==> src/core/tmc_consts.vh <==
// constants of the 16-bit timer with compare output unit
// assumes a 32-bit apb slave with word-aligned registers
`ifndef TMC_CONSTS_VH
`define TMC_CONSTS_VH
// ****************************************
// register byte offsets
// ****************************************
`define TMC_OFS_CTRL   8'h00
`define TMC_OFS_FORCE  8'h04
`define TMC_OFS_COUNT  8'h08
`define TMC_OFS_CMPA   8'h0C
`define TMC_OFS_CMPB   8'h10
`define TMC_OFS_CAPT   8'h14
`define TMC_OFS_STAT   8'h18
`define TMC_OFS_PORT   8'h1C
// ****************************************
// field positions
// ****************************************
`define TMC_CTRL_WGM_LO  0
`define TMC_CTRL_WGM_HI  3
`define TMC_CTRL_COMA_LO 4
`define TMC_CTRL_COMA_HI 5
`define TMC_CTRL_COMB_LO 6
`define TMC_CTRL_COMB_HI 7
`define TMC_CTRL_RUN     8
`define TMC_FORCE_A      0
`define TMC_FORCE_B      1
`define TMC_STAT_OVF     0
`define TMC_STAT_CFA     1
`define TMC_STAT_CFB     2
`define TMC_STAT_CAP     3
`define TMC_PORT_OUTA    0
`define TMC_PORT_DIRA    1
`define TMC_PORT_OUTB    2
`define TMC_PORT_DIRB    3
`define TMC_PORT_STA     4
`define TMC_PORT_STB     5
// ****************************************
// reset values and modes
// ****************************************
`define TMC_RST_CTRL     9'h000
`define TMC_RST_WORD     16'h0000
`define TMC_RST_PORT     4'h0
`define TMC_WGM_NORMAL   4'h0
`define TMC_WGM_CTC_OCR  4'h4
`define TMC_WGM_CTC_ICR  4'hC
`define TMC_WGM_RSVD     4'hD
`define TMC_COM_OFF      2'h0
`define TMC_COM_TOGGLE   2'h1
`define TMC_COM_CLEAR    2'h2
`define TMC_COM_SET      2'h3
`endif

==> src/core/tmc_counter.v <==
// counting core: up counter, clear on match, overflow and matches
// assumes tick is a one-cycle timer clock enable in the pclk domain
`timescale 1ns/1ps
`default_nettype none
`include "tmc_consts.vh"
module tmc_counter #(
  parameter W = 16
) (
  input  wire         clk,
  input  wire         rstn,
  input  wire         tick,      // timer clock cycle
  input  wire [3:0]   wgm,       // wave_gen_mode
  input  wire [W-1:0] cmp_a,     // compare_reg_a
  input  wire [W-1:0] cmp_b,     // second compare value
  input  wire [W-1:0] top_icr,   // capture_reg as top
  input  wire         wr_en,     // software write of counter
  input  wire [W-1:0] wr_data,
  output reg  [W-1:0] count,     // counter_value
  output wire         match_a,   // compare match pulses
  output wire         match_b,
  output wire         ovf,       // max to zero this edge
  output wire         bottom     // counter goes to zero this edge
);
  reg  blocked;                  // matches masked for one tick
  wire ctc_a = (wgm == `TMC_WGM_CTC_OCR);
  wire ctc_i = (wgm == `TMC_WGM_CTC_ICR);
  wire eq_a  = (count == cmp_a);
  wire eq_b  = (count == cmp_b);
  wire eq_i  = (count == top_icr);
  // matches only count in a timer cycle not following a write
  assign match_a = tick & eq_a & ~blocked & ~wr_en;
  assign match_b = tick & eq_b & ~blocked & ~wr_en;
  // only modes 4 and 12 clear; the output mode never enters here
  wire top_hit = (ctc_a & match_a) | (ctc_i & tick & eq_i & ~blocked & ~wr_en);
  // wrap from max counts as overflow, a ctc clear does not
  assign ovf    = tick & (&count) & ~top_hit & ~wr_en;
  assign bottom = ovf | top_hit;
  // ****************************************
  // counter register
  // ****************************************
  // write wins over tick; block stays until the next tick passes
  always @(posedge clk or negedge rstn) begin
    if (!rstn) begin
      count   <= {W{1'b0}};
      blocked <= 1'b0;
    end else if (wr_en) begin
      count   <= wr_data;
      blocked <= 1'b1;
    end else if (tick) begin
      blocked <= 1'b0;
      if (top_hit) begin
        count <= {W{1'b0}};
      end else begin
        count <= count + {{(W-1){1'b0}}, 1'b1};
      end
    end
  end
endmodule // tmc_counter
`default_nettype wire

==> src/core/tmc_cmp_out.v <==
// compare output state of one channel
// assumes match, force and bottom are one-cycle pulses
`timescale 1ns/1ps
`default_nettype none
`include "tmc_consts.vh"
module tmc_cmp_out (
  input  wire       clk,
  input  wire       rstn,
  input  wire [1:0] mode,   // cmp_out_mode
  input  wire       pwm,    // counting mode is a pwm mode
  input  wire       match,  // real compare match
  input  wire       forced, // force_cmp_strobe
  input  wire       bottom, // counter restarts at zero
  output reg        state   // cmp_out_state
);
  // ****************************************
  // state update
  // ****************************************
  // mode is read live, so a new setting acts at the next match
  always @(posedge clk or negedge rstn) begin
    if (!rstn) begin
      state <= 1'b0;
    end else if (pwm) begin
      // pwm polarity: clear-on-match or set-on-match, undone at bottom
      if (match && mode == `TMC_COM_CLEAR) begin
        state <= 1'b0;
      end else if (match && mode == `TMC_COM_SET) begin
        state <= 1'b1;
      end else if (bottom && mode == `TMC_COM_CLEAR) begin
        state <= 1'b1;
      end else if (bottom && mode == `TMC_COM_SET) begin
        state <= 1'b0;
      end
    end else if (match || forced) begin
      case (mode)
        `TMC_COM_TOGGLE: state <= ~state;
        `TMC_COM_CLEAR:  state <= 1'b0;
        `TMC_COM_SET:    state <= 1'b1;
        default:         state <= state;
      endcase
    end
  end
endmodule // tmc_cmp_out
`default_nettype wire

==> src/core/tmc_top.v <==
// top of the 16-bit timer: apb registers, counter, two outputs
// assumes a synchronous apb master and inputs synchronous to pclk
`timescale 1ns/1ps
`default_nettype none
`include "tmc_consts.vh"
module tmc_top #(
  parameter W = 16
) (
  input  wire        pclk,
  input  wire        presetn,
  input  wire        psel,
  input  wire        penable,
  input  wire        pwrite,
  input  wire [7:0]  paddr,
  input  wire [31:0] pwdata,
  output reg  [31:0] prdata,
  output reg         pready,
  output reg         pslverr,
  input  wire        timer_tick,      // timer clock enable
  input  wire        capture_event,   // input capture trigger
  input  wire        ovf_service_ack, // overflow interrupt serviced
  output reg         overflow_flag,
  output reg         pin_a_out,
  output reg         pin_a_oe,
  output reg         pin_b_out,
  output reg         pin_b_oe
);
  // ****************************************
  // declarations
  // ****************************************
  reg  [8:0]   ctrl;           // mode fields and run bit
  reg  [W-1:0] compare_reg_a;  // direct, no double buffer
  reg  [W-1:0] compare_reg_b;
  reg  [W-1:0] capture_reg;
  reg  [3:0]   port_ctrl;      // port outputs and directions
  reg          compare_flag_a;
  reg          compare_flag_b;
  reg          capture_flag;
  reg  [31:0]  next_prdata;    // read mux
  reg          next_slverr;    // unmapped address
  wire [W-1:0] counter_value;
  wire         match_a;
  wire         match_b;
  wire         ovf;
  wire         bottom;
  wire         cmp_out_state_a;
  wire         cmp_out_state_b;

  wire [3:0] wave_gen_mode  = ctrl[`TMC_CTRL_WGM_HI:`TMC_CTRL_WGM_LO];
  wire [1:0] cmp_out_mode_a = ctrl[`TMC_CTRL_COMA_HI:`TMC_CTRL_COMA_LO];
  wire [1:0] cmp_out_mode_b = ctrl[`TMC_CTRL_COMB_HI:`TMC_CTRL_COMB_LO];
  wire       run            = ctrl[`TMC_CTRL_RUN];
  wire       tick           = run & timer_tick;

  // ****************************************
  // helper functions
  // ****************************************
  // true for every mode that is not normal, ctc or reserved
  function is_pwm;
    input [3:0] m;
    begin
      is_pwm = (m != `TMC_WGM_NORMAL) && (m != `TMC_WGM_CTC_OCR) &&
               (m != `TMC_WGM_CTC_ICR) && (m != `TMC_WGM_RSVD);
    end
  endfunction

  // word field of a 32-bit bus value
  function [W-1:0] lo_word;
    input [31:0] d;
    begin
      lo_word = d[W-1:0];
    end
  endfunction

  // ****************************************
  // apb decode
  // ****************************************
  wire setup  = psel & ~penable;
  wire access = psel & penable & pready;
  wire wr     = access & pwrite;
  wire wr_ctrl  = wr & (paddr == `TMC_OFS_CTRL);
  wire wr_force = wr & (paddr == `TMC_OFS_FORCE);
  wire wr_count = wr & (paddr == `TMC_OFS_COUNT);
  wire wr_cmpa  = wr & (paddr == `TMC_OFS_CMPA);
  wire wr_cmpb  = wr & (paddr == `TMC_OFS_CMPB);
  wire wr_capt  = wr & (paddr == `TMC_OFS_CAPT);
  wire wr_stat  = wr & (paddr == `TMC_OFS_STAT);
  wire wr_port  = wr & (paddr == `TMC_OFS_PORT);
  wire pwm      = is_pwm(wave_gen_mode);
  // force only acts outside pwm modes
  wire force_a = wr_force & pwdata[`TMC_FORCE_A] & ~pwm;
  wire force_b = wr_force & pwdata[`TMC_FORCE_B] & ~pwm;

  // ****************************************
  // read mux
  // ****************************************
  // reserved bits read as zero; unknown offsets answer slverr
  always @* begin
    next_prdata = 32'h00000000;
    next_slverr = 1'b0;
    case (paddr)
      `TMC_OFS_CTRL: begin
        next_prdata[8:0] = ctrl;
      end
      `TMC_OFS_FORCE: begin
        next_prdata = 32'h00000000; // strobes read zero
      end
      `TMC_OFS_COUNT: begin
        next_prdata[W-1:0] = counter_value;
      end
      `TMC_OFS_CMPA: begin
        next_prdata[W-1:0] = compare_reg_a;
      end
      `TMC_OFS_CMPB: begin
        next_prdata[W-1:0] = compare_reg_b;
      end
      `TMC_OFS_CAPT: begin
        next_prdata[W-1:0] = capture_reg;
      end
      `TMC_OFS_STAT: begin
        next_prdata[`TMC_STAT_OVF] = overflow_flag;
        next_prdata[`TMC_STAT_CFA] = compare_flag_a;
        next_prdata[`TMC_STAT_CFB] = compare_flag_b;
        next_prdata[`TMC_STAT_CAP] = capture_flag;
      end
      `TMC_OFS_PORT: begin
        next_prdata[3:0]           = port_ctrl;
        next_prdata[`TMC_PORT_STA] = cmp_out_state_a;
        next_prdata[`TMC_PORT_STB] = cmp_out_state_b;
      end
      default: begin
        next_slverr = 1'b1;
      end
    endcase
  end

  // ****************************************
  // apb answer
  // ****************************************
  // ready raised at setup, so the first access cycle completes
  always @(posedge pclk or negedge presetn) begin
    if (!presetn) begin
      pready  <= 1'b0;
      pslverr <= 1'b0;
      prdata  <= 32'h00000000;
    end else begin
      pready <= setup;
      if (setup) begin
        prdata  <= pwrite ? 32'h00000000 : next_prdata;
        pslverr <= next_slverr;
      end else if (access) begin
        pslverr <= 1'b0;
      end
    end
  end

  // ****************************************
  // configuration registers
  // ****************************************
  // counting follows wave_gen_mode and the run bit; cmp modes go elsewhere
  always @(posedge pclk or negedge presetn) begin
    if (!presetn) begin
      ctrl          <= `TMC_RST_CTRL;
      compare_reg_a <= `TMC_RST_WORD;
      compare_reg_b <= `TMC_RST_WORD;
      port_ctrl     <= `TMC_RST_PORT;
    end else begin
      if (wr_ctrl) begin
        ctrl <= pwdata[8:0];
      end
      if (wr_cmpa) begin
        compare_reg_a <= lo_word(pwdata);
      end
      if (wr_cmpb) begin
        compare_reg_b <= lo_word(pwdata);
      end
      if (wr_port) begin
        port_ctrl <= pwdata[3:0];
      end
    end
  end

  // ****************************************
  // input capture
  // ****************************************
  // capture ignores cmp_out_mode; no capture while it is ctc top
  always @(posedge pclk or negedge presetn) begin
    if (!presetn) begin
      capture_reg <= `TMC_RST_WORD;
    end else if (wr_capt) begin
      capture_reg <= lo_word(pwdata);
    end else if (capture_event && wave_gen_mode != `TMC_WGM_CTC_ICR) begin
      capture_reg <= counter_value;
    end
  end

  // ****************************************
  // status flags
  // ****************************************
  // set wins over a clear in the same cycle; writes of one clear
  always @(posedge pclk or negedge presetn) begin
    if (!presetn) begin
      overflow_flag  <= 1'b0;
      compare_flag_a <= 1'b0;
      compare_flag_b <= 1'b0;
      capture_flag   <= 1'b0;
    end else begin
      if (ovf) begin
        overflow_flag <= 1'b1;
      end else if (ovf_service_ack || (wr_stat && pwdata[`TMC_STAT_OVF])) begin
        overflow_flag <= 1'b0;
      end
      // forced compares never reach these flags
      if (match_a) begin
        compare_flag_a <= 1'b1;
      end else if (wr_stat && pwdata[`TMC_STAT_CFA]) begin
        compare_flag_a <= 1'b0;
      end
      if (match_b) begin
        compare_flag_b <= 1'b1;
      end else if (wr_stat && pwdata[`TMC_STAT_CFB]) begin
        compare_flag_b <= 1'b0;
      end
      if (capture_event && wave_gen_mode != `TMC_WGM_CTC_ICR) begin
        capture_flag <= 1'b1;
      end else if (wr_stat && pwdata[`TMC_STAT_CAP]) begin
        capture_flag <= 1'b0;
      end
    end
  end

  // ****************************************
  // counter and output units
  // ****************************************
  tmc_counter #(
    .W       (W)
  ) u_counter (
    .clk     (pclk),
    .rstn    (presetn),
    .tick    (tick),
    .wgm     (wave_gen_mode),
    .cmp_a   (compare_reg_a),
    .cmp_b   (compare_reg_b),
    .top_icr (capture_reg),
    .wr_en   (wr_count),
    .wr_data (lo_word(pwdata)),
    .count   (counter_value),
    .match_a (match_a),
    .match_b (match_b),
    .ovf     (ovf),
    .bottom  (bottom)
  );

  tmc_cmp_out u_out_a (
    .clk    (pclk),
    .rstn   (presetn),
    .mode   (cmp_out_mode_a),
    .pwm    (pwm),
    .match  (match_a),
    .forced (force_a),
    .bottom (bottom),
    .state  (cmp_out_state_a)
  );

  tmc_cmp_out u_out_b (
    .clk    (pclk),
    .rstn   (presetn),
    .mode   (cmp_out_mode_b),
    .pwm    (pwm),
    .match  (match_b),
    .forced (force_b),
    .bottom (bottom),
    .state  (cmp_out_state_b)
  );

  // ****************************************
  // pin override
  // ****************************************
  // state lives apart from the pin, so it can be set while the
  // direction is still input; one cycle later than the state
  always @(posedge pclk or negedge presetn) begin
    if (!presetn) begin
      pin_a_out <= 1'b0;
      pin_a_oe  <= 1'b0;
      pin_b_out <= 1'b0;
      pin_b_oe  <= 1'b0;
    end else begin
      pin_a_out <= (cmp_out_mode_a != `TMC_COM_OFF) ? cmp_out_state_a :
                   port_ctrl[`TMC_PORT_OUTA];
      pin_b_out <= (cmp_out_mode_b != `TMC_COM_OFF) ? cmp_out_state_b :
                   port_ctrl[`TMC_PORT_OUTB];
      pin_a_oe  <= port_ctrl[`TMC_PORT_DIRA];
      pin_b_oe  <= port_ctrl[`TMC_PORT_DIRB];
    end
  end
endmodule // tmc_top
`default_nettype wire

==> config.mk <==
export PLATFORM = sky130hd
export DESIGN_NAME = tmc_top
export DESIGN_NICKNAME = d
export VERILOG_FILES = /design/src/core/tmc_counter.v /design/src/core/tmc_cmp_out.v /design/src/core/tmc_top.v
export VERILOG_INCLUDE_DIRS = /design/src /design/src/core
export SDC_FILE = /design/constraint.sdc
export NUM_CORES = 1
export LEC_CHECK = 0
export BUFFER_PORTS_ARGS = -buffer_cell sky130_fd_sc_hd__buf_4
export CAP_MARGIN = 40
export CORE_MARGIN = 2
export CORE_UTILIZATION = 50
export DETAILED_ROUTE_END_ITERATION = 6
export PLACE_DENSITY = 0.79
export SYNTH_ARGS = -nofsm -noshare
export SYNTH_HDL_FRONTEND = slang
export SYNTH_HIERARCHICAL = 1
export SYNTH_SLANG_ARGS = --single-unit
==> constraint.sdc <==
create_clock -name pclk -period 2.9 [get_ports pclk]
set_clock_uncertainty 0.2 [all_clocks]
set_input_delay 0 -clock pclk [delete_from_list [all_inputs] [get_ports pclk]]
set_output_delay 0 -clock pclk [all_outputs]
set_load 0.1 [all_outputs]
Word-level counts from Yosys, hierarchy flattened
Index checks and enable logic that the tools add are counted.
Widths: inputs -> output; s select.
Operators by class
  reduce and logical (&&, ||, !) cells: 38
  mux-type cells: 39
  bitwise operators: 40
  add/subtract/negate cells: 1
  equal/unequal tests: 23
Operator list (number)
  $mux 16: 6
  $eq 16x16->1: 3
  $eq 8x5->1 const B: 4
  $and 1x1->1: 31
  $pmux 4 s7: 1
  $pmux 7 s4: 1
  $mux 1: 27
  $reduce_bool 2->1: 11
  $add 16x1->16 const B: 1
  $eq 8x4->1 const B: 2
  $logic_and 1x1->1: 16
  $reduce_and 16->1: 1
  $pmux 3 s5: 1
  $pmux 2 s6: 1
  $reduce_bool 4->1: 3
  $ne 5x1->1 const B: 2
  $eq 2x2->1 const B: 4
  $eq 8x3->1 const B: 1
  $logic_not 8->1: 1
  $ne 4x4->1 const B: 2
  $reduce_or 8->1: 1
  $not 1->1: 7
  $pmux 1 s3: 2
  $reduce_and 3->1: 2
  other kinds (6): 10
Word-level totals
  register bits: 122

Logic depth before layout (Yosys ltp)
Gate-level depths: netlist of the first run.
  word-level depth: 18
  gate-level depth with buffers: 14

Cells and area by module
Netlist of the first run, hierarchy kept.
By module, submodules not included
  tmc_top: instances 1, cells an instance 391, area each 4423.0 µm²
  tmc_counter: instances 1, cells an instance 245, area each 1966.9 µm²
  tmc_cmp_out: instances 2, cells an instance 17, area each 116.4 µm²

Worst setup path before layout of the first run
OpenSTA, ideal clock, no wires.
  path kind: reg2reg
  start point: register pready
  end point: register u_out_b.state
  data required time: 2574 ps
  stages on the path, launching flop included: 15
  setup slack: -371 ps
  arrival time: 2945 ps
  buffers on the path: 2
  path through: dfrtp_1 -> and4_1 -> buf_2 -> and2_1 -> and3_1 -> buf_2 -> nor3b_4 -> nand4_1 -> nor3_1 -> a32o_1 -> o21bai_1 -> nand2_1 -> a21oi_1 -> o21ai_0 -> o311a_1
Between the ends
  cells in the longest elaborated chain, start to end: 16
Ends and longest elaborated chain
  start, declared: line tmc_top.v:17  | output reg pready,
  start signal, assigned: line tmc_top.v:147  | pready <= setup;
  $and 1x1->1 *: line tmc_top.v:79  | wire access = psel & penable & pready;
  $and 1x1->1 *: line tmc_top.v:80  | wire wr = access & pwrite;
  $and 1x1->1 *: line tmc_top.v:83  | wire wr_count = wr & (paddr == `TMC_OFS_COUNT);
  named net wr_count: line tmc_top.v:83
  $not 1->1 *: line tmc_counter.v:31, tmc_counter.v:34, tmc_counter.v:36
  $and 1x1->1: line tmc_counter.v:31  | assign match_a = tick & eq_a & ~blocked & ~wr_en;
  $and 1x1->1: line tmc_counter.v:34  | wire top_hit = (ctc_a & match_a) | (ctc_i & tick & eq_i & ~blocked & ~wr_en);
  $or 1x1->1: line tmc_counter.v:34
  $not 1->1: line tmc_counter.v:36  | assign ovf = tick & (&count) & ~top_hit & ~wr_en;
  $and 1x1->1 (2 in series): line tmc_counter.v:36
  $or 1x1->1 *: line tmc_counter.v:37  | assign bottom = ovf | top_hit;
  named net bottom: line tmc_top.v:45  | wire bottom;
  $logic_and 1x1->1 (no source line)
  $mux 1: line tmc_cmp_out.v:29  | end else if (bottom && mode == `TMC_COM_CLEAR) begin
  $mux 1: line tmc_cmp_out.v:27  | end else if (match && mode == `TMC_COM_SET) begin
  $mux 1: line tmc_cmp_out.v:25  | if (match && mode == `TMC_COM_CLEAR) begin
  $mux 1: line tmc_cmp_out.v:23  | end else if (pwm) begin
  end signal, assigned: line tmc_cmp_out.v:36  | `TMC_COM_TOGGLE: state <= ~state;
  end signal, assigned: line tmc_cmp_out.v:39  | default: state <= state;
  end, declared: line tmc_cmp_out.v:14  | output reg state
Mark *: on every way through the listed nets, which the timed path passes. The rest lies on a longest branch.
A chain may end at the register's enable or synchronous reset.

Worst setup path after layout of the first run
  start point: input paddr[5]
  end point: register u_out_b.state
RTL lines
  start, declared: line tmc_top.v:14  | input wire [7:0] paddr,
  $eq 8x3->1
  $and 1x1->1: line tmc_top.v:82  | wire wr_force = wr & (paddr == `TMC_OFS_FORCE);
  $and 1x1->1 (2 in series): line tmc_top.v:92  | wire force_b = wr_force & pwdata[`TMC_FORCE_B] & ~pwm;
  named net force_b: line tmc_top.v:92
  $logic_or 1x1->1: line tmc_cmp_out.v:34  | end else if (match || forced) begin
  $reduce_bool 2->1 (no source line)
  $reduce_and 3->1 (no source line)
The timed path passes the listed nets, and every way through them passes these cells.

==> results.toml, run 1 <==
[die]
initial_utilization = 0.506
core.rowCount = 42
die_w_um = 119
ios = 87
coreArea_um2 = 13100
die_y_um = 119
die-area_um2 = 14200

[placement]
dp_hpwl_mm = 13.2
gp_congestion = 0.903
placed_cell_area_um2 = 7180
portBuffers = 54

[final_layout]
drive_gt1_frac = 0.212
final_cell_mix = "dfrtp_1 (105), buf_4 (82), nand2_1 (49)"
syn_to_final_growth_pct = 17.6
final_common_cell = "dfrtp_1"
fillers = 1067
finalNetCount = 787
final_area_um2 = 7790
num_antenna_cells = 0

[route]
drt_iter0_markers = 599
num_vias = 5651
drt-pass1-iter-count = 5
drcViolationCount = 0
avgViaCountPerCell = 6.16
drt_wl_total_mm = 19.0
wl_per_cell_um = 20.7
ant_nets = 0

[clocking]
clk_latency_ns = 0.35
cts-root-buf = "clkbuf_16"
h-tree-depth = 3
cts_tree = "built"
clockBufferDepth = 2
cts.sinks = 106
ctsResizeCount = 0
clk_pin_slew_ns = 0.07
cts-buffers-inserted = 9

[critical_path]
worstPathArrival_ns = 2.85
ff2ff_path_depth = 11
cp_data_required_time_ns = 2.93
reg2reg_from = "pready$_DFF_PN0_"
cp-start-kind = "input port"
ff2ff_setup_slack_ns = 0.20
worstSetupPathType = "input port to flop"
cp-end-kind = "flop"
worstPathMaxFanout = 6
timing.rr.end = "u_counter/count[7]$_DFFE_PN0P_"

[timing]
setup-tns-final_ns = 0
slew_headroom = 0.505
fmax_ghz = 0.355
setup_viol = 0
fin_hold_ws_ns = -0.000654
final_hold_viol_count = 1
worst_pin_slew_ns = 0.736
slew_violations = 0
timing.final.crit_period_ns = 2.82
rsz0062_at_grt = "no"
post-route-period-util = 0.972

[synth]
synthesis.area_um2 = 6620
ys_seq_elements = 106
ys_seq_area_frac = 0.401
synthArstFlopShare = 1.00
synth_ff_type = "dfrtp_1"
synthDistinctLibCells = 71
syn_inst = 670
synth_edf_count = 0
yosys_warnings = 6
syn_avg_cell_area_um2 = 9.88

[outcome]
failed_checks = "negative hold slack"
status = "complete, but fails checks"

[power]
p_per_area_nw_per_um2 = 408
ir_drop_mv = 0.251
power.leakage_nw = 3.31

[flow_run]
cap_violations = 0

[global_routing]
grt_max_degree = 62
grt_overflow = 0
grt_pass1_wl_mm = 29.9
antenna_found_initial = 0
grt_pass1_vias = 5519
grt_usage = 0.272

[worst_hold_path]
holdCritPathClass = "input port to async pin"
[kinds of logic after synthesis]
kind of cell,Yosys count,synth area share
and+or+nand+nor,228,0.209
AOI/OAI and AO/OA,130,0.132
buffers and inverters,82,0.0657
xor gates and xnor gates,49,0.0648
DFF,106,0.401
muxes,73,0.125
other,1,0.000566
adders and majority gates,1,0.00189
[worst max path at each step]
stage | from | to | slack [ns]
4_1_cts | paddr[5] | u_out_b/state$_DFFE_PN0P_ | 0.15
3_3_place_gp | pready$_DFF_PN0_ | u_counter/count[7]$_DFFE_PN0P_ | 0.27
6_report | paddr[5] | u_out_b/state$_DFFE_PN0P_ | 0.08
2_1_floorplan | pready$_DFF_PN0_ | u_out_b/state$_DFFE_PN0P_ | 0.003
3_5_place_dp | pready$_DFF_PN0_ | u_counter/count[7]$_DFFE_PN0P_ | 0.23
5_1_grt | pready$_DFF_PN0_ | u_out_b/state$_DFFE_PN0P_ | 0.02
[routing by layer]
metal  global-route usage  part of all wire  vias up
met5              0.00368                 0        -
met1                0.380              0.44     2808
li1                     -                 -     2570
met3               0.0259             0.063       36
met4                0.124             0.032        0
met2                0.431              0.47      237
[where the power goes]
part	switching [W]	internal, W
logic	0.000263	0.000109
registers	0.00000698	0.00149
clock network	0.000541	0.000771
total	0.000811	0.00237
[timing repair]
item / in CTS / in global routing
hold endpoints to repair: 199 / 0
buffers inserted: 0 / 3
endpoints found under the setup margin: 0 / 2
hold buffers: 26 / 0
[Yosys cell counts (4+ instances only)]
cell	instances	share of area
nand2_1	49	0.028
a32o_1	4	0.0060
and2_1	9	0.0085
nor2_1	28	0.016
nor4b_1	7	0.0093
mux2i_1	23	0.035
a221oi_1	20	0.026
xor2_1	7	0.0093
and3_1	15	0.014
nor3_1	7	0.0053
nor4_1	8	0.0076
mux2_1	15	0.026
nor2b_1	5	0.0047
xnor2_1	42	0.056
and4_1	6	0.0079
mux2_4	10	0.023
a21oi_1	40	0.030
nand4_1	22	0.021
o21ai_0	15	0.011
inv_1	13	0.0074
a22oi_1	7	0.0079
nand3_1	16	0.012
mux2_2	25	0.043
dfrtp_1	106	0.40
o21ai_1	11	0.0083
buf_2	30	0.023
nand3b_1	4	0.0045
clkbuf_1	13	0.0074
buf_4	20	0.023
nand2b_1	8	0.0076
nor3b_1	21	0.024
[critical path, cell delays in order]
cell and delay (ns):
dlygate4sd3_1 0.54, buf_4 0.14, nor3_2 0.37, buf_4 0.22, nand3_1 0.12, or4b_1 0.53, nor2_1 0.31, inv_1 0.09
o21ai_2 0.12, a21oi_1 0.07, o311a_1 0.33
[metrics by stage]
step | util | worst slack (ns) | power (W) | cells
after detailed placement | 0.549 | 0.228 | 0.00186 | 874
after CTS | 0.593 | 0.155 | 0.00318 | 914
after floorplan | - | 0.00303 | 0.00175 | 685
final | 0.595 | 0.0810 | 0.00318 | 917
after global placement | 0.549 | 0.266 | 0.00185 | 874
after global routing | 0.595 | 0.0213 | 0.00326 | 917
[cell type report]
type / count / area [um2] / area share
Tap cell: 176 / 220 / 0.0283
Timing Repair Buffer: 110 / 926 / 0.119
Clock buffer: 11 / 243 / 0.0312
Sequential cell: 106 / 2660 / 0.341
Inverter: 14 / 52.6 / 0.00674
Clock inverter: 3 / 65.1 / 0.00835
Multi-Input combinational cell: 497 / 3630 / 0.466
Note: power is estimated with default switching activity, not from simulation.
==> run 2: changes to the inputs <==
SETUP_SLACK_MARGIN = 0.5   (was not set)
==> run 2 against run 1 <==
Compared with the run above:
- routed wire length increased by 3.4%
- register-to-register slack about the same
- largest cell class unchanged
- the flow now finishes without violations
- power decreased by 1.1%
- non-clock buffer count increased by 7
- clock power decreased by 3%
- worst hold slack improved by 0.014 ns
- fmax increased by 4.6%
- sequential cell count unchanged
- combinational power increased by 1%
- highest routed layer unchanged
==> results.toml, run 2 (synthesized netlist as in run 1, its figures left out) <==
[critical_path]
critical_path_buf_inv_count = 1
cp_data_required_time_ns = 2.93
critPathSlowestCell = "dfrtp_4"
worstPathArrival_ns = 2.72
path_cells = "and4_4, and2_4, and3_4, nor3b_4, nand4_1, nor3_2, buf_4, and2_4, nor2_1, o21ai_1, nand3b_1, o311a_1"
critical-path-max-stage-delay_ns = 0.48
cp.depth = 12
worstSetupPathType = "flop to flop"
ff2ff_path_depth = 12
worstPathMaxFanout = 4
cp-start-kind = "flop"
cp-end-kind = "flop"
cpMostUsedCell = "and2_4"
crit_family = "simple AND/OR/NAND/NOR gates"

[global_routing]
grt_overflow = 0
grt_max_degree = 63
grt_pass1_wl_mm = 30.9
grt_pass1_vias = 5652
antenna_found_initial = 0
grt_usage = 0.280

[worst_hold_path]
hold_depth = 5
holdCritPathClass = "input port to flop"

[power]
ir_drop_mv = 0.265
swShare = 0.276
p_int_w = 0.00227
share_seq_of_total_power = 0.475
clkPwrFrac = 0.405
p_sw_w = 0.000868
power.leakage_nw = 3.37
pwr-share-comb = 0.120
p_per_area_nw_per_um2 = 396

[placement]
portBuffers = 54
dp_hpwl_mm = 13.4
gp_congestion = 0.938
dpl.cell_count = 873

[final_layout]
fin_cells = 927
finalNetCount = 795
final_common_cell = "dfrtp_1"
fin_util = 0.606
syn_to_final_growth_pct = 19.7
fillers = 1095
final_cell_mix = "dfrtp_1 (105), buf_4 (85), nand2_1 (48)"
num_antenna_cells = 0
drive_gt1_frac = 0.244

[timing]
slew_violations = 0
post-route-period-util = 0.929
rsz0062_at_grt = "yes"
worst_pin_slew_ns = 0.678
setup-tns-final_ns = 0
slew_headroom = 0.545
timing.final.crit_period_ns = 2.70
final_hold_viol_count = 0
setup_viol = 0
fmax_ghz = 0.371

[route]
met3_length_mm = 1.86
met2WireLength_mm = 9.36
avgViaCountPerCell = 6.31
met1_length_mm = 7.85
drt-pass1-iter-count = 5
drt_iter0_markers = 591
drcViolationCount = 0
dr.max_layer_used = "met4"
drt_wl_total_mm = 19.7
num_vias = 5853
wl_per_cell_um = 21.2
ant_nets = 0

[clocking]
cts-buffers-inserted = 9
cts_tree = "built"
clk_pin_slew_ns = 0.08
cts.sinks = 106
h-tree-depth = 3
cts-root-buf = "clkbuf_16"
clk_latency_ns = 0.36
clockBufferDepth = 2

[outcome]
status = "completed"

[die]
coreArea_um2 = 13100
initial_utilization = 0.506
die-area_um2 = 14200
ios = 87
core.rowCount = 42
die_w_um = 119
die_y_um = 119

[flow_run]
cap_violations = 0
-- run 2: final timing paths --
kind,from,to,slack (ns)
max in group asynchronous,presetn,overflow_flag$_DFFE_PN0P_,1.66
min in group asynchronous,presetn,compare_reg_a[12]$_DFFE_PN0P_,0.51
worst min-delay path,paddr[1],prdata[13]$_DFFE_PN0P_,0.01
worst min register to register,port_ctrl[3]$_DFFE_PN0P_,pin_b_oe$_DFF_PN0_,0.21
worst max-delay path,pready$_DFF_PN0_,u_out_a/state$_DFFE_PN0P_,0.20
worst max register to register,pready$_DFF_PN0_,u_out_a/state$_DFFE_PN0P_,0.20
-- run 2: area by class of cell --
| type | count | area [um2] | share of cell area |
|---|---|---|---|
| well taps | 176 | 220 | 0.0278 |
| flip-flops and latches | 106 | 2660 | 0.335 |
| inverters | 14 | 52.6 | 0.00663 |
| clock inverters | 7 | 76.3 | 0.00963 |
| clock buffers | 9 | 225 | 0.0284 |
| repair buffers | 117 | 982 | 0.124 |
| multi-input cells | 498 | 3710 | 0.469 |
-- run 2: power groups by stage --
stage               logic (W)  registers, W  clock network [W]
CTS                  0.000373       0.00149            0.00127
detailed placement   0.000337       0.00152                  0
global placement     0.000332       0.00152                  0
floorplan            0.000199       0.00155                  0
global route         0.000397       0.00149            0.00134
finish               0.000376       0.00149            0.00127
-- run 2: routing by layer --
metal | global-route usage | up-vias
li1 | - | 2574
met1 | 0.375 | 2881
met2 | 0.453 | 345
met3 | 0.0503 | 53
met4 | 0.112 | 0
met5 | 0 | -
-- run 2: stage by stage --
step	setup slack, ns	hold slack (ns)	total power (W)	cell area (um2)
finish	0.205	0.0129	0.00314	7930
global route	0.126	0.0492	0.00323	7930
CTS	0.314	0.00344	0.00314	7880
detailed placement	0.146	-0.199	0.00186	7170
global placement	0.198	-0.217	0.00185	7170
floorplan	0.00361	-0.496	0.00175	6720
-- run 2: worst min-delay path, cell delays in order --
cell	delay [ns]
buf_4	0.14
nor4b_2	0.07
buf_4	0.18
nand2_1	0.08
a221oi_1	0.06
-- run 2: timing repair --
action                                  4_1_cts  5_1_grt
endpoints found under the hold margin       198        0
endpoints found under the setup margin       19       19
hold buffers                                 28        0
gates resized for setup                      18        7
gates cloned                                  1        0
setup buffers                                 6        3
pin swaps                                    15        6
